$ cat config.mk
export PLATFORM = sky130hd
export DESIGN_NAME = asr_scan_rate_irq_regs
export DESIGN_NICKNAME = d
export VERILOG_FILES = /design/src/logic/asr_pkg.sv /design/src/logic/asr_rate_if.sv /design/src/logic/asr_scan_rate_irq_regs.sv /design/src/logic/asr_rate_gen.sv
export VERILOG_INCLUDE_DIRS = /design/src /design/src/logic
export SDC_FILE = /design/constraint.sdc
export NUM_CORES = 1
export LEC_CHECK = 0
export BUFFER_PORTS_ARGS = -buffer_cell sky130_fd_sc_hd__buf_4
export CORE_MARGIN = 3
export CORE_UTILIZATION = 35
export CTS_CLUSTER_DIAMETER = 100
export CTS_CLUSTER_SIZE = 25
export DETAILED_ROUTE_END_ITERATION = 12
export SKIP_LAST_GASP = 1
export SYNTH_ARGS = -nofsm -noshare
export SYNTH_HDL_FRONTEND = slang
export SYNTH_SLANG_ARGS = --single-unit
$ cat constraint.sdc
create_clock -name clk -period 4.6 [get_ports clk]
set_input_delay 0.46 -clock clk [delete_from_list [all_inputs] [get_ports clk]]
set_output_delay 0.46 -clock clk [all_outputs]
set_load 0.1 [all_outputs]
$ cat src/logic/asr_map.svh
// constants of the scan, rate and interrupt setup registers
// assumes a 16-bit register port with byte lanes, 100 MHz clock
`ifndef ASR_MAP_SVH
`define ASR_MAP_SVH
// ----------------------------------------
// offsets
// ----------------------------------------
`define ASR_OFS_CHAN  8'h04
`define ASR_OFS_RATE  8'h06
`define ASR_OFS_IRQ_LEVEL_FIELD  8'h08
`define ASR_OFS_IVEC  8'h0A
// ----------------------------------------
// fields and timing
// ----------------------------------------
`define ASR_RATE_KNEE  15'h007A
`define ASR_RATE_ADD   16'h0003
`define ASR_CLK_HZ     100000000
`define ASR_REF_HZ     12500000
`define ASR_FIX_HZ     100000
`define ASR_REF_DIV    (`ASR_CLK_HZ / `ASR_REF_HZ)
`define ASR_FIX_DIV    (`ASR_REF_HZ / `ASR_FIX_HZ)
`define ASR_UPPER_ONES 8'hFF
`endif

$ cat src/logic/asr_pkg.sv
// types of the scan, rate and interrupt setup registers
// assumes nothing
`default_nettype none
package asr_pkg;
    typedef enum logic [2:0] {ASR_BLK1, ASR_BLK8, ASR_BLK16, ASR_BLK32, ASR_BLK64,
                              ASR_BLKNONE} asr_block_t;
    typedef struct packed {
        logic       valid;
        logic       big;
        asr_block_t block;
        logic [5:0] first;
    } asr_scan_t;
endpackage
`default_nettype wire

$ cat src/logic/asr_rate_if.sv
// carries divisor to the rate generator and its tick back
// assumes one clock domain
`timescale 1ns/1ps
`default_nettype none
interface asr_rate_if;
    logic [14:0] divisor;
    logic        tick;
    modport ctl (output divisor, input tick);
    modport gen (input divisor, output tick);
endinterface
`default_nettype wire

$ cat src/logic/asr_scan_rate_irq_regs.sv
// scan code, sample rate, interrupt level and vector registers
// assumes synchronous 16-bit register port with byte strobes
`timescale 1ns/1ps
`default_nettype none
`include "asr_map.svh"
module asr_scan_rate_irq_regs
    import asr_pkg::*;
(
    input  wire logic        clk,
    input  wire logic        rst_n,
    input  wire logic        regSel,
    input  wire logic        regWr,
    input  wire logic [7:0]  regAddr,
    input  wire logic [1:0]  regByteEn,
    input  wire logic [15:0] regWdata,
    output logic      [15:0] regRdata,
    input  wire logic        softReset,
    input  wire logic        intAckCycle,
    output logic      [7:0]  ackData,
    output logic             ackDataOe,
    input  wire logic        irqPending,
    output logic      [2:0]  irqLevel,
    output logic             irqEnabled,
    output logic             scanValid,
    output logic             scanBig,
    output logic      [2:0]  scanBlock,
    output logic      [5:0]  scanFirst,
    output logic      [4:0]  scanTag,
    output logic             sampleTick
);
    // ----------------------------------------
    // register state
    // ----------------------------------------
    logic [15:0] chan_r, chan_nxt;
    logic [14:0] rate_r, rate_nxt;
    logic [2:0]  lvl_r, lvl_nxt;
    logic [7:0]  vec_r, vec_nxt;
    logic [15:0] rd_r, rd_nxt;
    logic [7:0]  ack_r, ack_nxt;
    logic        ackOe_r, ackOe_nxt;
    asr_scan_t   scan;
    asr_rate_if  rif ();
    logic [15:0] rateMerged;

    function automatic logic [15:0] merge(input logic [15:0] old, input logic [15:0] wd,
                                          input logic [1:0] be);
        merge = {be[1] ? wd[15:8] : old[15:8], be[0] ? wd[7:0] : old[7:0]};
    endfunction

    function automatic asr_scan_t decode(input logic [15:0] w);
        asr_scan_t s;
        s.valid = 1'b1;
        s.big   = 1'b0;
        s.block = ASR_BLKNONE;
        s.first = 6'h00;
        unique case (w[15:11])
            5'b10110: begin
                s.block = ASR_BLK1;
                s.first = w[5:0];
            end
            5'b11011: begin
                s.big   = 1'b1;
                s.block = ASR_BLK1;
                s.first = w[5:0];
            end
            5'b10111: begin
                s.block = ASR_BLK8;
                s.first = {w[2:0], 3'h0};
            end
            5'b11100: begin
                s.big   = 1'b1;
                s.block = ASR_BLK8;
                s.first = {w[2:0], 3'h0};
            end
            5'b11000: begin
                s.block = ASR_BLK16;
                s.first = {w[2:1], 4'h0};
            end
            5'b11101: begin
                s.big   = 1'b1;
                s.block = ASR_BLK16;
                s.first = {w[2:1], 4'h0};
            end
            5'b11001: begin
                s.block = ASR_BLK32;
                s.first = {w[2], 5'h00};
            end
            5'b11110: begin
                s.big   = 1'b1;
                s.block = ASR_BLK32;
                s.first = {w[2], 5'h00};
            end
            5'b11010: s.block = ASR_BLK64;
            5'b11111: begin
                s.big   = 1'b1;
                s.block = ASR_BLK64;
            end
            default:  s.valid = 1'b0;
        endcase
        return s;
    endfunction

    // ----------------------------------------
    // write, read and acknowledge
    // ----------------------------------------
    always_comb begin
        chan_nxt  = chan_r;
        rate_nxt  = rate_r;
        lvl_nxt   = lvl_r;   // software reset leaves level alone
        vec_nxt   = vec_r;   // software reset leaves vector alone
        rd_nxt    = rd_r;
        rateMerged = merge({1'b0, rate_r}, regWdata, regByteEn);
        if (regSel && regWr) begin
            unique case (regAddr)
                `ASR_OFS_CHAN: chan_nxt = merge(chan_r, regWdata, regByteEn);
                `ASR_OFS_RATE: rate_nxt = rateMerged[14:0];
                `ASR_OFS_IRQ_LEVEL_FIELD: if (regByteEn[0]) lvl_nxt = regWdata[2:0];
                `ASR_OFS_IVEC: if (regByteEn[0]) vec_nxt = regWdata[7:0];
                default: ;
            endcase
        end
        if (regSel && !regWr) begin
            unique case (regAddr)
                `ASR_OFS_CHAN: rd_nxt = chan_r;
                `ASR_OFS_RATE: rd_nxt = {1'b0, rate_r};
                `ASR_OFS_IRQ_LEVEL_FIELD: rd_nxt = {`ASR_UPPER_ONES, 5'h00, lvl_r};
                `ASR_OFS_IVEC: rd_nxt = {`ASR_UPPER_ONES, vec_r};
                default:       rd_nxt = 16'h0000;
            endcase
        end
        ack_nxt   = intAckCycle ? vec_r : 8'h00;
        ackOe_nxt = intAckCycle && irqPending && (lvl_r != 3'h0);
    end

    always_ff @(posedge clk) begin
        if (!rst_n) begin
            chan_r  <= 16'h0000;
            rate_r  <= 15'h0000;
            lvl_r   <= 3'h0;
            vec_r   <= 8'h00;
            rd_r    <= 16'h0000;
            ack_r   <= 8'h00;
            ackOe_r <= 1'b0;
        end else begin
            chan_r  <= chan_nxt;
            rate_r  <= rate_nxt;
            lvl_r   <= lvl_nxt;
            vec_r   <= vec_nxt;
            rd_r    <= rd_nxt;
            ack_r   <= ack_nxt;
            ackOe_r <= ackOe_nxt;
        end
    end

    // ----------------------------------------
    // outputs
    // ----------------------------------------
    assign scan        = decode(chan_r);
    assign scanValid   = scan.valid;
    assign scanBig     = scan.big;
    assign scanBlock   = scan.block;
    assign scanFirst   = scan.first;
    assign scanTag     = chan_r[10:6];
    assign regRdata    = rd_r;
    assign ackData     = ack_r;
    assign ackDataOe   = ackOe_r;
    assign irqLevel    = lvl_r;
    assign irqEnabled  = (lvl_r != 3'h0);
    assign rif.divisor = rate_r;
    assign sampleTick  = rif.tick;

    asr_rate_gen u_rate (
        .clk   (clk),
        .rst_n (rst_n),
        .rif   (rif.gen)
    );

    // ----------------------------------------
    // checks
    // ----------------------------------------
    a_rate_bit15: assert property (@(posedge clk) disable iff (!rst_n)
        (regSel && !regWr && regAddr == `ASR_OFS_RATE) |=> !regRdata[15])
        else $error("rate bit 15 not zero");
    a_irq_level_field_ones: assert property (@(posedge clk) disable iff (!rst_n)
        (regSel && !regWr && regAddr == `ASR_OFS_IRQ_LEVEL_FIELD)
        |=> regRdata[15:3] == 13'h1FE0)
        else $error("level register upper bits wrong");
    a_ivec_read: assert property (@(posedge clk) disable iff (!rst_n)
        (regSel && regWr && regAddr == `ASR_OFS_IVEC && regByteEn[0])
        ##1 (regSel && !regWr && regAddr == `ASR_OFS_IVEC)
        |=> regRdata == {8'hFF, $past(regWdata[7:0], 2)})
        else $error("vector readback wrong");
    a_ack_vector: assert property (@(posedge clk) disable iff (!rst_n)
        intAckCycle |=> ackData == $past(vec_r))
        else $error("acknowledge byte not vector");
    a_soft_keep: assert property (@(posedge clk) disable iff (!rst_n)
        (softReset && !(regSel && regWr)) |=> $stable(lvl_r) && $stable(vec_r))
        else $error("soft reset changed level or vector");
    a_irq_off: assert property (@(posedge clk) disable iff (!rst_n)
        (lvl_r == 3'h0) |=> !ackDataOe)
        else $error("acknowledge with interrupts disabled");
    a_scan_single: assert property (@(posedge clk) disable iff (!rst_n)
        (chan_r[15:11] == 5'b11011) |-> scanBig && scanBlock == 3'(ASR_BLK1)
        && scanFirst == chan_r[5:0])
        else $error("single channel decode wrong");
    a_scan_eight: assert property (@(posedge clk) disable iff (!rst_n)
        (chan_r[15:11] == 5'b10111) |-> !scanBig && scanFirst == {chan_r[2:0], 3'h0})
        else $error("eight block decode wrong");
    a_scan_wide: assert property (@(posedge clk) disable iff (!rst_n)
        (chan_r[15:11] == 5'b11110) |-> scanFirst == {chan_r[2], 5'h00})
        else $error("thirty-two block decode wrong");

    // ----------------------------------------
    // decode, lane write, readback, acknowledge and tick checks
    // ----------------------------------------
    a_scan_one_small: assert property (@(posedge clk) disable iff (!rst_n)
        (chan_r[15:11] == 5'b10110) |-> !scanBig && scanBlock == 3'(ASR_BLK1)
        && scanFirst == chan_r[5:0])
        else $error("small single channel decode wrong");
    a_scan_none: assert property (@(posedge clk) disable iff (!rst_n)
        (chan_r[15:11] < 5'b10110) |-> !scanValid)
        else $error("unmapped code taken as valid");
    a_scan_valid: assert property (@(posedge clk) disable iff (!rst_n)
        (chan_r[15:11] >= 5'b10110) |-> scanValid)
        else $error("mapped code not valid");
    a_scan_eight_big: assert property (@(posedge clk) disable iff (!rst_n)
        (chan_r[15:11] == 5'b11100) |-> scanBig && scanBlock == 3'(ASR_BLK8)
        && scanFirst == {chan_r[2:0], 3'h0})
        else $error("large eight block decode wrong");
    a_scan_sixteen: assert property (@(posedge clk) disable iff (!rst_n)
        (chan_r[15:11] == 5'b11000) |-> !scanBig && scanBlock == 3'(ASR_BLK16)
        && scanFirst == {chan_r[2:1], 4'h0})
        else $error("small sixteen block decode wrong");
    a_scan_sixteen_big: assert property (@(posedge clk) disable iff (!rst_n)
        (chan_r[15:11] == 5'b11101) |-> scanBig && scanBlock == 3'(ASR_BLK16)
        && scanFirst == {chan_r[2:1], 4'h0})
        else $error("large sixteen block decode wrong");
    a_scan_half: assert property (@(posedge clk) disable iff (!rst_n)
        (chan_r[15:11] == 5'b11001) |-> !scanBig && scanBlock == 3'(ASR_BLK32)
        && scanFirst == {chan_r[2], 5'h00})
        else $error("small thirty-two block decode wrong");
    a_scan_all: assert property (@(posedge clk) disable iff (!rst_n)
        (chan_r[15:11] == 5'b11010) |-> !scanBig && scanBlock == 3'(ASR_BLK64)
        && scanFirst == 6'h00)
        else $error("small sixty-four decode wrong");
    a_scan_all_big: assert property (@(posedge clk) disable iff (!rst_n)
        (chan_r[15:11] == 5'b11111) |-> scanBig && scanBlock == 3'(ASR_BLK64)
        && scanFirst == 6'h00)
        else $error("large sixty-four decode wrong");
    a_scan_tag: assert property (@(posedge clk) disable iff (!rst_n)
        (regSel && regWr && regAddr == `ASR_OFS_CHAN && regByteEn == 2'b11)
        |=> scanTag == $past(regWdata[10:6]))
        else $error("tag bits not kept");
    a_rate_write: assert property (@(posedge clk) disable iff (!rst_n)
        (regSel && regWr && regAddr == `ASR_OFS_RATE && regByteEn == 2'b11)
        |=> rate_r == $past(regWdata[14:0]))
        else $error("rate word write lost");
    a_rate_lane: assert property (@(posedge clk) disable iff (!rst_n)
        (regSel && regWr && regAddr == `ASR_OFS_RATE && regByteEn == 2'b01)
        |=> rate_r[14:8] == $past(rate_r[14:8])
        && rate_r[7:0] == $past(regWdata[7:0]))
        else $error("rate byte write wrong");
    a_rate_read: assert property (@(posedge clk) disable iff (!rst_n)
        (regSel && !regWr && regAddr == `ASR_OFS_RATE)
        |=> regRdata[14:0] == $past(rate_r))
        else $error("rate readback wrong");
    a_lvl_write: assert property (@(posedge clk) disable iff (!rst_n)
        (regSel && regWr && regAddr == `ASR_OFS_IRQ_LEVEL_FIELD && regByteEn[0])
        |=> irqLevel == $past(regWdata[2:0]))
        else $error("level write lost");
    a_lvl_read: assert property (@(posedge clk) disable iff (!rst_n)
        (regSel && !regWr && regAddr == `ASR_OFS_IRQ_LEVEL_FIELD)
        |=> regRdata[2:0] == $past(lvl_r))
        else $error("level readback wrong");
    a_lvl_upper: assert property (@(posedge clk) disable iff (!rst_n)
        (regSel && regWr && regAddr == `ASR_OFS_IRQ_LEVEL_FIELD && !regByteEn[0])
        |=> $stable(lvl_r))
        else $error("upper byte write changed level");
    a_ivec_write: assert property (@(posedge clk) disable iff (!rst_n)
        (regSel && regWr && regAddr == `ASR_OFS_IVEC && regByteEn[0])
        |=> vec_r == $past(regWdata[7:0]))
        else $error("vector write lost");
    a_ivec_upper: assert property (@(posedge clk) disable iff (!rst_n)
        (regSel && regWr && regAddr == `ASR_OFS_IVEC && !regByteEn[0])
        |=> $stable(vec_r))
        else $error("upper byte write changed vector");
    a_ack_idle: assert property (@(posedge clk) disable iff (!rst_n)
        !intAckCycle |=> ackData == 8'h00 && !ackDataOe)
        else $error("acknowledge byte outside cycle");
    a_ack_enable: assert property (@(posedge clk) disable iff (!rst_n)
        (intAckCycle && irqPending && lvl_r != 3'h0)
        |=> ackDataOe)
        else $error("acknowledge not answered");
    a_ack_pending: assert property (@(posedge clk) disable iff (!rst_n)
        !irqPending |=> !ackDataOe)
        else $error("acknowledge answered with nothing pending");
    a_rd_hold: assert property (@(posedge clk) disable iff (!rst_n)
        !(regSel && !regWr) |=> $stable(regRdata))
        else $error("read data changed without read");
    a_rd_unmapped: assert property (@(posedge clk) disable iff (!rst_n)
        (regSel && !regWr && !(regAddr inside {`ASR_OFS_CHAN, `ASR_OFS_RATE,
                                               `ASR_OFS_IRQ_LEVEL_FIELD, `ASR_OFS_IVEC}))
        |=> regRdata == 16'h0000)
        else $error("unmapped read not zero");
    a_tick_pulse: assert property (@(posedge clk) disable iff (!rst_n)
        sampleTick |=> !sampleTick)
        else $error("sample tick longer than one cycle");
endmodule
`default_nettype wire

$ cat src/logic/asr_rate_gen.sv
// sample tick generator from a 12.5 MHz enable
// assumes clk at 100 MHz, synchronous active-low reset
`timescale 1ns/1ps
`default_nettype none
`include "asr_map.svh"
module asr_rate_gen
    import asr_pkg::*;
(
    input wire logic clk,
    input wire logic rst_n,
    asr_rate_if.gen  rif
);
    logic [2:0]  refCnt_r, refCnt_nxt;
    logic [15:0] smpCnt_r, smpCnt_nxt;
    logic        tick_r, tick_nxt;
    logic        refEn;
    logic [15:0] period;

    assign refEn = (refCnt_r == 3'(`ASR_REF_DIV - 1));
    always_comb begin
        if (rif.divisor <= `ASR_RATE_KNEE) begin
            period = 16'(`ASR_FIX_DIV);
        end else begin
            period = {1'b0, rif.divisor} + `ASR_RATE_ADD;
        end
        refCnt_nxt = refEn ? 3'h0 : refCnt_r + 3'h1;
        smpCnt_nxt = smpCnt_r;
        tick_nxt   = 1'b0;
        if (refEn) begin
            if (smpCnt_r >= period - 16'h0001) begin
                smpCnt_nxt = 16'h0000;
                tick_nxt   = 1'b1;
            end else begin
                smpCnt_nxt = smpCnt_r + 16'h0001;
            end
        end
    end
    always_ff @(posedge clk) begin
        if (!rst_n) begin
            refCnt_r <= 3'h0;
            smpCnt_r <= 16'h0000;
            tick_r   <= 1'b0;
        end else begin
            refCnt_r <= refCnt_nxt;
            smpCnt_r <= smpCnt_nxt;
            tick_r   <= tick_nxt;
        end
    end
    assign rif.tick = tick_r;

    // ----------------------------------------
    // checks
    // ----------------------------------------
    logic [18:0] gap_r, gap_nxt;     // clocks since the last tick
    logic        held_r, held_nxt;   // divisor steady since the last tick
    logic [14:0] seenDiv_r;

    always_comb begin
        gap_nxt  = tick_r ? 19'h0_0001 : gap_r + 19'h0_0001;
        held_nxt = tick_r || (held_r && rif.divisor == seenDiv_r);
    end
    always_ff @(posedge clk) begin
        if (!rst_n) begin
            gap_r     <= 19'h0_0000;
            held_r    <= 1'b0;
            seenDiv_r <= 15'h0000;
        end else begin
            gap_r     <= gap_nxt;
            held_r    <= held_nxt;
            seenDiv_r <= rif.divisor;
        end
    end

    a_fixed_rate: assert property (@(posedge clk) disable iff (!rst_n)
        (tick_r && held_r && seenDiv_r <= `ASR_RATE_KNEE) |-> gap_r == 19'h0_03E8)
        else $error("fixed rate period wrong");
    a_var_rate: assert property (@(posedge clk) disable iff (!rst_n)
        (tick_r && held_r && seenDiv_r > `ASR_RATE_KNEE)
        |-> gap_r == {({1'b0, seenDiv_r} + `ASR_RATE_ADD), 3'b000})
        else $error("divided rate period wrong");
endmodule
`default_nettype wire

==> impl_metrics.ini <==
[routing]
drt-initial-drc-count = 343
antenna_left = 0
firstDrtPassIters = 7
wl_um = 13500
drcViolationCount = 0
routed_via_density = 5.35
num_vias = 4593
route.detailed.wl_per_inst_um = 15.7

[die]
io_pins = 79
die_width_um = 127
die_area_um2 = 16200
start_util_pct = 36.4
row_count = 43
die_y_um = 127
core_area_um2 = 14100

[global_route]
grt-ovfl-total = 0
grt_start_max_net_pins = 90
track_usage_pct = 17.1
grt_antenna_before_repair = 0
grt_pass1_wl_um = 22600
grt_pass1_vias = 4487

[sta]
worst_slack_ns = 0.405
drv_slew = 0
finalHoldViolCount = 0
fmax_mhz = 238
finClkSkew_ns = 0.00737
relSlewSlack_pct = 30.4
fin_crit_sh_pct = 91.2
worst_pin_slew_ns = 1.04
fin_setup_tns_ns = 0
finalSetupViolCount = 0
period_minus_slack_ns = 4.20

[clocking]
clk_pin_slew_worst_paths_ns = 0.07
cts_tree = yes
cts_sinks = 87
cts.htree.levels = 3
cts-root-buf = clkbuf_16
clock_path_buffers = 2
clock_latency_ns = 0.35
cts-buffers-inserted = 9

[worst_setup_path]
cp-end-kind = flip-flop
start_kind = flip-flop
cp_max_fo = 17
worstPathRequired_ns = 4.82
cp.arrival_ns = 4.42
critPathKind = reg2reg

[power_and_ir_drop]
power_frac_clock_pct = 48.1
ir_worst_vdd_uv = 138
p_sw_uw = 368
p_seq_share_pct = 47.8
switching_share_pct = 23.2
power_density_nw_per_um2 = 260
leakage_nw = 2.43
p_int_mw = 1.21
finalPower_mw = 1.58
combPwrFrac_pct = 4.1

[synth]
synth_edf_count = 0
synth-async-reset-ratio_pct = 0
synth_flop_cell = dfxtp_1
ys_ff_latch = 87
synth_nets = 684
synth_area_leaders = dfxtp_1 (34%), nand2_1 (6.2%), ha_1 (5.4%)
synth_largest_area_cell = dfxtp_1
synth_cell_types = 53
synth_top_area_share_pct = 33.9
postSynthAreaPerCell_um2 = 8.17
yosysSeqAreaShare_pct = 33.9
syn_area_um2 = 5140
postSynthCellCount = 629
yosysWarnings = 0

[place]
place_ws_ns = 0.380
place_inst = 843
port_buffers = 77
globalplace.congestion = 0.873
dpl-instance-area_um2 = 5780
dpl.hpwl_um = 9760

[final_layout]
finalInstanceArea_um2 = 6100
syn_to_final_growth_pct = 18.7
layout-drive-gt1-share_pct = 16.8
fin_cells = 859
fill_cells = 1400
nets = 729
mostFrequentLayoutCells = buf_4 (87), dfxtp_1 (86), nand2_1 (85)
final_common_cell = buf_4
antennaDiodeCount = 0

[worst_hold_path]
hold_path_class = in2reg

[run_status]
outcome = completed

[job]
drv_cap = 0
sequential cells by signal (all words and copies together), names as in the netlist:
| name | flops |
|---|---|
| irqLevel | 3 |
| ackDataOe | 1 |
| chan_r | 16 |
| ackData | 8 |
| rate_r | 15 |
| vec_r | 8 |
| regRdata | 16 |
| u_rate.smpCnt_r | 16 |
| u_rate.rif.tick | 1 |
| u_rate.refCnt_r | 3 |
synth_stat cells, types with 2 or more instances:
cell type  instances
nand3b_1           4
or4_1              3
a31oi_1            3
and3_1            16
mux2i_1           23
o21ai_0           31
and3b_1            3
buf_4              7
a221oi_1           8
a21boi_0          25
dfxtp_1           87
ha_1              22
o31a_1             2
inv_1             11
buf_2              9
o31ai_1            2
or3_1              4
nor3_1            11
xnor2_1           20
nand2b_1           5
clkbuf_1          38
nor2b_1           24
a32oi_1            2
a222oi_1           8
xor2_1            15
o211ai_1           2
a21o_1             3
nand2_1           85
nand3_1           40
o2111ai_1          3
and2_1            21
a21oi_1           34
nor3b_1            4
a22o_1             4
and4_1             4
nand4_1            7
nor2_1            23
cells by family after synthesis:
| family | Yosys count | share of synthesized area, % |
|---|---|---|
| and+or+nand+nor | 265 | 27.4 |
| buffers and inverters | 65 | 5.48 |
| muxes | 23 | 4.48 |
| AOI/OAI and AO/OA | 132 | 17.4 |
| adders and majority gates | 22 | 5.36 |
| xor gates and xnor gates | 35 | 5.97 |
| DFF | 87 | 33.9 |
repair_timing:
item                       in CTS  in global routing
setup endpoints to repair       0                 17
hold buffers                    0                  0
buffers inserted                0                  0
gates resized for setup         0                  5
area by class of cell:
cell class	count	area [µm²]	area share, %
Clock buffer	10	229	3.76
Clock inverter	6	76.3	1.25
Inverter	11	41.3	0.677
Multi-Input combinational cell	477	3120	51.1
Sequential cell	87	1740	28.6
Tap cell	180	225	3.69
Timing Repair Buffer	88	664	10.9
power groups by stage:
stage | combinational (mW) | clock (mW) | sequential, mW
after global placement | 0.0632 | 0 | 0.774
after floorplan | 0.0255 | 0 | 0.778
final | 0.0650 | 0.761 | 0.757
after detailed placement | 0.0644 | 0 | 0.774
after CTS | 0.0645 | 0.780 | 0.757
after global routing | 0.0697 | 0.809 | 0.757
per-stage QoR:
step | hold WS [ns] | utilization, %
global placement | 0.411 | 41.0
CTS | 0.344 | 43.2
detailed placement | 0.422 | 41.0
global route | 0.359 | 43.3
finish | 0.353 | 43.3
floorplan | 0.403 | -
routing by layer:
layer	share of wire, %	routed length [µm]	track usage [%]	vias to the layer above
li1	-	-	-	2320
met1	45	6070	21.0	2121
met2	48	6450	29.5	132
met3	5.5	747	3.55	20
met4	1.9	256	6.31	0
met5	0	0	0	-
critical path: stages (launching register included):
cell and delay, ns:
dfxtp_1 0.33, inv_1 0.07, ha_1 0.20, nor2b_1 0.11
o2111ai_1 0.20, and2_4 0.24, nor2_1 0.14, ha_2 0.23
nand3b_1 0.09, a21oi_1 0.14, a31oi_1 0.15, or4_1 0.60
a32oi_1 0.25, xor2_1 0.10, ha_1 0.28, nand4_1 0.09
or3_1 0.32, o211ai_1 0.22, buf_6 0.21, o21ai_0 0.12
path summary, 6_finish.rpt:
kind / startpoint / to / slack, ns / cells after the start
worst max-delay path: rate_r[0]$_SDFFE_PN0P_ / u_rate.smpCnt_r[1]$_SDFFE_PN0P_ / 0.40 / 19
worst min-delay path: irqPending / ackDataOe$_SDFF_PN0_ / 0.35 / 2
worst max register to register: rate_r[0]$_SDFFE_PN0P_ / u_rate.smpCnt_r[1]$_SDFFE_PN0P_ / 0.40 / 19
worst min register to register: u_rate.refCnt_r[0]$_SDFF_PP0_ / u_rate.refCnt_r[0]$_SDFF_PP0_ / 0.43 / 1
Power figures use the tool's default switching activity.
